### config.mk
export PLATFORM = sky130hd
export DESIGN_NAME = rsi_top
export DESIGN_NICKNAME = d
export VERILOG_FILES = /design/src/rtl/rsi_pkg.sv /design/src/rtl/rsi_sync3.sv /design/src/rtl/rsi_top.sv
export SDC_FILE = /design/constraint.sdc
export NUM_CORES = 1
export LEC_CHECK = 0
export ABC_AREA = 1
export BUFFER_PORTS_ARGS = -buffer_cell sky130_fd_sc_hd__buf_2
export CORE_UTILIZATION = 35
export DETAILED_ROUTE_END_ITERATION = 10
export PLACE_DENSITY = 0.57
export SYNTH_ARGS = -nofsm -noshare
export SYNTH_HDL_FRONTEND = slang
export SYNTH_SLANG_ARGS = --single-unit
export TNS_END_PERCENT = 100
### constraint.sdc
create_clock -name pclk -period 3.7 [get_ports pclk]
set_input_delay 0.555 -clock pclk [delete_from_list [all_inputs] [get_ports pclk]]
set_output_delay 0.555 -clock pclk [all_outputs]
set_load 0.02 [all_outputs]
### src/rtl/rsi_pkg.sv
package rsi_pkg;

  // register map: printed offsets are bytes, but 0x3a is not a word
  // multiple, so each printed offset is an index and the byte address is
  // four times it
  localparam logic [7:0] SICS_IDX = 8'h3a;
  localparam logic [7:0] IRQ_STAT_IDX = 8'h3b;
  localparam logic [7:0] IRQ_MASK_IDX = 8'h3c;
  localparam logic [7:0] CAUSE_IDX = 8'h3d;
  localparam int ADDR_W = 12;

  // supply_integrity_ctrl_status fields
  localparam int SICS_EWF_BIT = 6;
  localparam int SICS_EWIE_BIT = 5;
  localparam int SICS_DROP_RST_BIT = 4;
  localparam int SICS_WDG_RST_BIT = 3;
  localparam int SICS_ILL_RST_BIT = 2;
  localparam int SICS_EXT_RST_BIT = 1;
  localparam int SICS_EN_BIT = 0;

  // interrupt status / mask bits
  localparam int IRQ_W = 2;
  localparam int IRQ_EW_BIT = 0;
  localparam int IRQ_RST_BIT = 1;
  localparam logic [IRQ_W-1:0] IRQ_MASK_RST = 2'h0;

  // timing
  localparam int CLK_HZ = 40_000_000;
  localparam int MIN_RESET_OUT_PULSE_NS = 20_000;
  localparam int MIN_RESET_OUT_PULSE_CYC =
    (MIN_RESET_OUT_PULSE_NS * (CLK_HZ / 1_000_000) + 999) / 1000;
  localparam int PULSE_W = 16;

  typedef enum logic [1:0] {
    rsi_lvl_low = 2'b00,
    rsi_lvl_med = 2'b01,
    rsi_lvl_high = 2'b10
  } rsi_level_t;

  typedef enum logic [1:0] {
    rsi_run = 2'b00,
    rsi_hold = 2'b01,
    rsi_release = 2'b10
  } rsi_state_t;

  // nonvolatile option byte fields
  typedef struct packed {
    logic drop_en;
    rsi_level_t level;
  } rsi_option_t;

  // raw analog comparator outputs, per threshold
  typedef struct packed {
    logic [2:0] drop_rise_below;
    logic [2:0] drop_fall_below;
    logic [2:0] warn_below;
  } rsi_comp_t;

  typedef struct packed {
    logic drop;
    logic wdg;
    logic ill;
    logic ext;
  } rsi_cause_t;

endpackage : rsi_pkg

### src/rtl/rsi_sync3.sv
`timescale 1ns/1ps
`default_nettype none
// three-stage synchroniser; a change is taken once stages two and three agree
module rsi_sync3 #(
  parameter int W = 1,
  parameter logic [W-1:0] INIT = '0
) (
  input wire logic clk,
  input wire logic rst_n,
  input wire logic [W-1:0] d,
  output logic [W-1:0] q
);
  logic [W-1:0] s1;
  logic [W-1:0] s2;
  logic [W-1:0] s3;

  always_ff @(posedge clk or negedge rst_n) begin
    if (!rst_n) begin
      s1 <= INIT;
      s2 <= INIT;
      s3 <= INIT;
    end else begin
      s1 <= d;
      s2 <= s1;
      s3 <= s2;
    end
  end

  genvar i;
  generate
    for (i = 0; i < W; i++) begin : g_bit
      always_ff @(posedge clk or negedge rst_n) begin
        if (!rst_n) begin
          q[i] <= INIT[i];
        end else if (s2[i] == s3[i]) begin
          q[i] <= s3[i];
        end
      end
    end
  endgenerate
endmodule : rsi_sync3
`default_nettype wire

### src/rtl/rsi_top.sv
// Local design decision: the APB slave port.
`timescale 1ns/1ps
`default_nettype none
// How it works
// - enabled drop detector below threshold holds chip in reset until recovery.
// - any drop detector reset drives the reset pin low.
// - rising threshold while powering up, falling threshold once running.
// - watchdog underflow drives reset pin low for the minimum pulse width.
// - illegal opcode or prebyte raises a system reset.
// - external reset pin is asynchronous; it is synchronised before use.
// - option byte enables detector and picks low, medium or high level.
// - early warning flag is real time and read only.
// - early warning works only with the drop detector enabled.
// - early warning threshold follows the configured drop detector level.
// - early warning flag change in either direction requests an interrupt.
module rsi_top #(
  parameter int PULSE_CYC = rsi_pkg::MIN_RESET_OUT_PULSE_CYC
) (
  input wire logic pclk,
  input wire logic presetn,
  input wire logic psel,
  input wire logic penable,
  input wire logic pwrite,
  input wire logic [rsi_pkg::ADDR_W-1:0] paddr,
  input wire logic [31:0] pwdata,
  input wire logic [3:0] pstrb,
  output logic [31:0] prdata,
  output logic pready,
  output logic pslverr,
  input wire rsi_pkg::rsi_option_t option,
  input wire rsi_pkg::rsi_comp_t comp,
  input wire logic wdg_underflow,
  input wire logic illegal_op,
  input wire logic reset_pin_in,
  output logic reset_pin_out,
  output logic reset_pin_oe_n,
  output logic sys_reset,
  output logic irq
);

  logic [2:0] rise_s;
  logic [2:0] fall_s;
  logic [2:0] warn_s;
  logic ext_n_s;
  logic powered;
  logic drop_rst;
  logic [rsi_pkg::PULSE_W-1:0] pulse_cnt;
  logic wdg_rst;
  logic ill_rst;
  rsi_pkg::rsi_state_t state;
  rsi_pkg::rsi_state_t next_state;
  logic any_src;
  logic ew_flag;
  logic ew_prev;
  logic ew_ie;
  logic [rsi_pkg::IRQ_W-1:0] irq_stat;
  logic [rsi_pkg::IRQ_W-1:0] irq_mask;
  rsi_pkg::rsi_cause_t cause;
  logic [2:0] lvl_sel;
  logic acc;
  logic wr;
  logic [7:0] idx;
  logic hit;
  logic [31:0] next_rdata;
  logic [7:0] sics_val;
  logic ew_evt;
  logic rst_evt;
  // pin echo window: synchroniser depth plus the agree stage
  localparam int ECHO_CYC = 4;
  logic [ECHO_CYC-1:0] drv_hist;
  logic own_echo;
  logic clr_sics;

  function automatic logic [2:0] level_onehot(
    input rsi_pkg::rsi_level_t lv
  );
    case (lv)
      rsi_pkg::rsi_lvl_low: level_onehot = 3'h1;
      rsi_pkg::rsi_lvl_med: level_onehot = 3'h2;
      rsi_pkg::rsi_lvl_high: level_onehot = 3'h4;
      default: level_onehot = 3'h4;
    endcase
  endfunction : level_onehot

  function automatic logic idx_hit(input logic [7:0] i);
    idx_hit = (i == rsi_pkg::SICS_IDX) || (i == rsi_pkg::IRQ_STAT_IDX) ||
      (i == rsi_pkg::IRQ_MASK_IDX) || (i == rsi_pkg::CAUSE_IDX);
  endfunction : idx_hit

  rsi_sync3 #(.W(1), .INIT(1'b0)) u_ext (
    .clk(pclk),
    .rst_n(presetn),
    .d(reset_pin_in),
    .q(ext_n_s)
  );

  // comparators are analog and asynchronous to pclk; start as below
  rsi_sync3 #(.W(9), .INIT(9'h1ff)) u_comp (
    .clk(pclk),
    .rst_n(presetn),
    .d(comp),
    .q({rise_s, fall_s, warn_s})
  );

  // one level select serves both detectors
  assign lvl_sel = level_onehot(option.level);

  // rising threshold until power is up, then falling threshold
  always_ff @(posedge pclk or negedge presetn) begin
    if (!presetn) begin
      powered <= 1'b0;
    end else if (!option.drop_en) begin
      powered <= 1'b1;
    end else if (powered) begin
      powered <= !(|(fall_s & lvl_sel));
    end else begin
      powered <= !(|(rise_s & lvl_sel));
    end
  end

  // static reset while below the active threshold
  assign drop_rst = option.drop_en && !powered;

  // watchdog pulse, restarted by every underflow
  // PULSE_W bounds the longest pulse; widen it for faster clocks
  always_ff @(posedge pclk or negedge presetn) begin
    if (!presetn) begin
      pulse_cnt <= '0;
    end else if (wdg_underflow) begin
      pulse_cnt <= rsi_pkg::PULSE_W'(PULSE_CYC);
    end else if (pulse_cnt != '0) begin
      pulse_cnt <= pulse_cnt - 1'b1;
    end
  end
  assign wdg_rst = (pulse_cnt != '0);

  // illegal code latched for one cycle, then held by the sequencer
  always_ff @(posedge pclk or negedge presetn) begin
    if (!presetn) begin
      ill_rst <= 1'b0;
    end else begin
      ill_rst <= illegal_op;
    end
  end

  assign any_src = drop_rst || wdg_rst || ill_rst || !ext_n_s;

  // release gives one settled edge before run; a source that returns
  // there goes straight back to hold
  always_comb begin
    next_state = state;
    case (state)
      rsi_pkg::rsi_run: begin
        if (any_src) begin
          next_state = rsi_pkg::rsi_hold;
        end
      end
      rsi_pkg::rsi_hold: begin
        if (!any_src) begin
          next_state = rsi_pkg::rsi_release;
        end
      end
      rsi_pkg::rsi_release: begin
        next_state = any_src ? rsi_pkg::rsi_hold : rsi_pkg::rsi_run;
      end
      default: next_state = rsi_pkg::rsi_hold;
    endcase
  end

  always_ff @(posedge pclk or negedge presetn) begin
    if (!presetn) begin
      state <= rsi_pkg::rsi_hold;
    end else begin
      state <= next_state;
    end
  end

  // registered system reset, released two edges after the sources clear
  always_ff @(posedge pclk or negedge presetn) begin
    if (!presetn) begin
      sys_reset <= 1'b1;
    end else begin
      sys_reset <= (next_state != rsi_pkg::rsi_run);
    end
  end

  // pin driven low for internal sources; oe_n low while driving
  always_ff @(posedge pclk or negedge presetn) begin
    if (!presetn) begin
      reset_pin_out <= 1'b0;
      reset_pin_oe_n <= 1'b0;
    end else begin
      reset_pin_out <= 1'b0;
      reset_pin_oe_n <= !(drop_rst || wdg_rst || ill_rst);
    end
  end

  // with the detector off, the board holds the pin; ext path covers it
  // real-time flag, silent when the detector is off
  always_ff @(posedge pclk or negedge presetn) begin
    if (!presetn) begin
      ew_flag <= 1'b0;
      ew_prev <= 1'b0;
    end else begin
      ew_flag <= option.drop_en && (|(warn_s & lvl_sel));
      ew_prev <= ew_flag;
    end
  end

  // the flag may rise just after reset; ew_ie resets low so no false event
  // either edge of the flag is an event
  assign ew_evt = (ew_flag != ew_prev) && ew_ie;
  assign rst_evt = (state == rsi_pkg::rsi_release) && !any_src;

  // apb: zero-wait; writes decode in access phase, reads and pslverr in setup
  assign acc = psel && penable;
  assign wr = acc && pwrite;
  assign idx = paddr[$bits(idx)+1:2];
  // address bits above the index must be zero, or the access is refused
  assign hit = idx_hit(idx) && (paddr[1:0] == 2'b00) &&
    (paddr[rsi_pkg::ADDR_W-1:$bits(idx)+2] == '0);

  always_ff @(posedge pclk or negedge presetn) begin
    if (!presetn) begin
      ew_ie <= 1'b0;
      irq_mask <= rsi_pkg::IRQ_MASK_RST;
    end else if (wr && hit && pstrb[0]) begin
      if (idx == rsi_pkg::SICS_IDX) begin
        ew_ie <= pwdata[rsi_pkg::SICS_EWIE_BIT];
      end
      if (idx == rsi_pkg::IRQ_MASK_IDX) begin
        irq_mask <= pwdata[rsi_pkg::IRQ_W-1:0];
      end
    end
  end

  // sticky status; a new event wins over a write-one clear
  always_ff @(posedge pclk or negedge presetn) begin
    if (!presetn) begin
      irq_stat <= '0;
    end else begin
      for (int i = 0; i < rsi_pkg::IRQ_W; i++) begin
        if ((i == rsi_pkg::IRQ_EW_BIT && ew_evt) ||
            (i == rsi_pkg::IRQ_RST_BIT && rst_evt)) begin
          irq_stat[i] <= 1'b1;
        end else if (wr && hit && idx == rsi_pkg::IRQ_STAT_IDX && pstrb[0] &&
                     pwdata[i]) begin
          irq_stat[i] <= 1'b0;
        end
      end
    end
  end

  always_ff @(posedge pclk or negedge presetn) begin
    if (!presetn) begin
      irq <= 1'b0;
    end else begin
      // masking hides an event but keeps it pending in the status
      irq <= |(irq_stat & irq_mask);
    end
  end

  // after we stop driving, the pin still reads low through the
  // synchroniser for a few edges; that echo is not an external reset
  always_ff @(posedge pclk or negedge presetn) begin
    if (!presetn) begin
      drv_hist <= '1;
    end else begin
      drv_hist <= {drv_hist[ECHO_CYC-2:0], !reset_pin_oe_n};
    end
  end

  assign own_echo = |drv_hist;
  assign clr_sics = wr && hit && pstrb[0] && (idx == rsi_pkg::SICS_IDX);

  // cause flags latch during reset, clear by writing one to the bit
  always_ff @(posedge pclk or negedge presetn) begin
    if (!presetn) begin
      cause <= '0;
    end else begin
      if (drop_rst) begin
        cause.drop <= 1'b1;
      end else if (clr_sics && pwdata[rsi_pkg::SICS_DROP_RST_BIT]) begin
        cause.drop <= 1'b0;
      end
      if (wdg_rst) begin
        cause.wdg <= 1'b1;
      end else if (clr_sics && pwdata[rsi_pkg::SICS_WDG_RST_BIT]) begin
        cause.wdg <= 1'b0;
      end
      if (ill_rst) begin
        cause.ill <= 1'b1;
      end else if (clr_sics && pwdata[rsi_pkg::SICS_ILL_RST_BIT]) begin
        cause.ill <= 1'b0;
      end
      if (!ext_n_s && reset_pin_oe_n && !own_echo) begin
        cause.ext <= 1'b1;
      end else if (clr_sics && pwdata[rsi_pkg::SICS_EXT_RST_BIT]) begin
        cause.ext <= 1'b0;
      end
    end
  end

  always_comb begin
    sics_val = 8'h00;
    sics_val[rsi_pkg::SICS_EWF_BIT] = ew_flag;
    sics_val[rsi_pkg::SICS_EWIE_BIT] = ew_ie;
    sics_val[rsi_pkg::SICS_DROP_RST_BIT] = cause.drop;
    sics_val[rsi_pkg::SICS_WDG_RST_BIT] = cause.wdg;
    sics_val[rsi_pkg::SICS_ILL_RST_BIT] = cause.ill;
    sics_val[rsi_pkg::SICS_EXT_RST_BIT] = cause.ext;
    sics_val[rsi_pkg::SICS_EN_BIT] = option.drop_en;
  end

  always_comb begin
    next_rdata = 32'h0000_0000;
    case (idx)
      rsi_pkg::SICS_IDX: next_rdata[7:0] = sics_val;
      rsi_pkg::IRQ_STAT_IDX: next_rdata[rsi_pkg::IRQ_W-1:0] = irq_stat;
      rsi_pkg::IRQ_MASK_IDX: next_rdata[rsi_pkg::IRQ_W-1:0] = irq_mask;
      rsi_pkg::CAUSE_IDX: next_rdata[3:0] = cause;
      default: next_rdata = 32'h0000_0000;
    endcase
  end

  // read data registered in setup so it stands at the access edge
  always_ff @(posedge pclk or negedge presetn) begin
    if (!presetn) begin
      prdata <= 32'h0000_0000;
      pready <= 1'b0;
      pslverr <= 1'b0;
    end else begin
      if (psel && !penable && !pwrite) begin
        // unmapped or misaligned reads return zero
        prdata <= hit ? next_rdata : 32'h0000_0000;
      end
      pready <= psel && !penable;
      pslverr <= psel && !penable && !hit;
    end
  end

endmodule : rsi_top
`default_nettype wire

==> flow_summary.toml <==
[sta]
maxSlewViolCount = 0
max_freq_ghz = 0.622
whs_ps = 294
skew_ps = 9.98
fin_crit_sh_pct = 43.4
finalCriticalPeriod_ps = 1610
setup_viol = 0
finalHoldViolations = 0
rsz0062_at_grt = "false"
finalSetupTns_ps = 0
tightest_slew_ps = 1030
slew_headroom_pct = 31.3

[power_and_ir_drop]
powerDensity_nw_per_um2 = 422
p_leak_uw = 0.00220
peakVddDrop_mv = 0.167

[placed_design]
dpl.cell_count = 576
gp_routability_congestion = 0.875
dp_hpwl_um = 4780
placed_area_um2 = 4140
io_buffers = 50

[drt]
drt_iter0_drc = 156
wl_per_cell_um = 11.3
vias_per_cell = 4.33
first_pass_iters = 4
drc = 0
ant_nets = 0
wl_um = 6720
vias = 2566

[cts]
cts_setup_buffers = 0
postCtsHoldBufs = 0
cts.path.max_buffers = 2
clk_pin_slew_ps = 90
clock_latency_ps = 350
cts_tree = "done"
cts_sinks = 87
numCtsBuffers = 9
root_buffer = "clkbuf_8"
htree_levels = 3
cts.repair.resized = 0

[floorplanning]
start_util_pct = 36.6
io_pins = 106
die_h_um = 107
std_cell_rows = 37
die_w_um = 107
core_area_um2 = 10500
dieArea_um2 = 11400

[global_routing]
grt_overflow = 0
grt_util_met1_pct = 18.8
grt_pass1_vias = 2508
use_met2_pct = 19.9
busiest_layer = "met2"
antenna_found_initial = 0
grt_max_degree = 88
grtUsageTotal_pct = 13.4
use_met3_pct = 2.76
grt_pass1_wl_um = 11800

[synth]
synth_edf_count = 0
syn_inst = 392
ys.warnings.count = 0
yosysSeqAreaShare_pct = 58.3
mappedNetlistArea_um2 = 3820
synth.largest_area_cell = "dfrtp_1"
syn_area_per_cell_um2 = 9.76
synth-async-reset-ratio_pct = 100
synth_top_area_share_pct = 29.4
synth_ff_type = "dfrtp_1"
yosysUniqueCellTypes = 32
synth_seq_cells = 87
synth_area_leaders = "dfrtp_1 (29%), dfstp_2 (29%), nand2_1 (8.1%), buf_4 (5.1%), inv_1 (4.8%)"

[finish]
drive_above_1_share_pct = 30.5
fin_area_um2 = 4320
layout.cells.non_filler = 592
nets = 521
diodes = 0
final_cell_mix = "nand2_1 (83), inv_1 (49), buf_2 (49)"
syn_to_final_growth_pct = 13.0
layout_commonest_cell = "nand2_1"

[critical_path]
worstPathMaxFanout = 6
cp-start-kind = "register"
cp_data_required_time_ps = 3950
worstSetupPathType = "reg2reg"
worst_ep_arrival_time_ps = 1860
worst_setup_path_end_kind = "register"

[hold_path]
hold_path.class = "in2reg"

[flow_run]
maxCapViolations = 0

[run_status]
status = "finished clean"
-- per-stage QoR --
step	utilization, %	total power [µW]	worst slack [ps]
after floorplan	-	1190	2180
after global placement	39.6	1240	1940
after detailed placement	39.6	1240	1910
after CTS	41.3	1850	2090
after global routing	41.3	1930	1900
final	41.3	1820	2090
-- final timing paths --
check,start,end,slack (ps),cells after the start
worst max-delay path,pulse_cnt[8]$_DFFE_PN0P_,pulse_cnt[1]$_DFFE_PN0P_,2090,7
worst min-delay path,comp[3],u_comp.s1[3]$_DFF_PN1_,290,1
worst max register to register,pulse_cnt[8]$_DFFE_PN0P_,pulse_cnt[1]$_DFFE_PN0P_,2090,7
worst min register to register,u_comp.s1[4]$_DFF_PN1_,u_comp.s2[4]$_DFF_PN1_,350,0
max in group asynchronous,presetn,irq_mask[1]$_DFFE_PN0P_,2660,1
min in group asynchronous,presetn,prdata[5]$_DFFE_PN0P_,410,1
-- state kept, by name (all words and copies together), names as in the netlist, 2 cells and up --
signal	count
u_comp.s1	9
irq_stat	2
irq_mask	2
state	2
drv_hist	4
u_comp.s2	9
u_comp.s3	9
u_comp.q	9
cause	4
prdata	7
pulse_cnt	16
-- layer usage --
metal	routed length [µm]	vias to the layer above	part of all wire, %
met5	0	-	0
met4	87	0	1.3
met3	396	6	5.9
met2	2970	84	44
met1	3270	1167	49
li1	-	1309	-
-- power by group --
part | total (µW) | switching (µW) | internal (µW)
combinational | 179 | 123 | 56.6
clock | 599 | 344 | 255
sequential | 1050 | 31.2 | 1010
total | 1820 | 497 | 1330
-- worst max-delay path: stages (launching register included) --
cell and delay [ps]:
dfrtp_1 400, nor2_1 190, nand2_1 140, nor4_1 220, nand3_1 230, inv_2 210, nand2_1 70, o31ai_1 70
-- Yosys cell counts, types with 2 or more instances --
master   count
nand2_1     83
inv_1       49
dfrtp_1     45
dfstp_2     42
nor2_1      28
buf_4       26
nand3_1     26
inv_2       10
maj3_1      10
nand4_1      9
o21ai_1      8
a21oi_1      6
nand2_2      6
o21ai_0      6
o22ai_1      6
nor4_1       5
nor3_2       4
nand2_4      3
nor2_2       3
ha_1         2
nor2_4       2
nor2_8       2
nor3_1       2
-- layout make-up --
type	instances	area [µm²]
Inverter	59	221
Fill cell	1037	6140
Clock buffer	10	128
Timing Repair Buffer	50	253
Multi-Input combinational cell	244	1270
Sequential cell	87	2230
Tap cell	136	170
Clock inverter	6	51.3
-- logic make-up (layout without fill, tap and decap cells) --
kind of cell,after synthesis,after routing,share of synthesized area [%]
DFF,87,87,58.3
adders and majority gates,12,12,3.27
buffers and inverters,86,125,11.0
other,1,26,0.0980
xor gates and xnor gates,2,2,0.458
AOI/OAI and AO/OA,28,28,3.99
and+or+nand+nor,176,176,22.9
(Power assumes the default switching activity.)
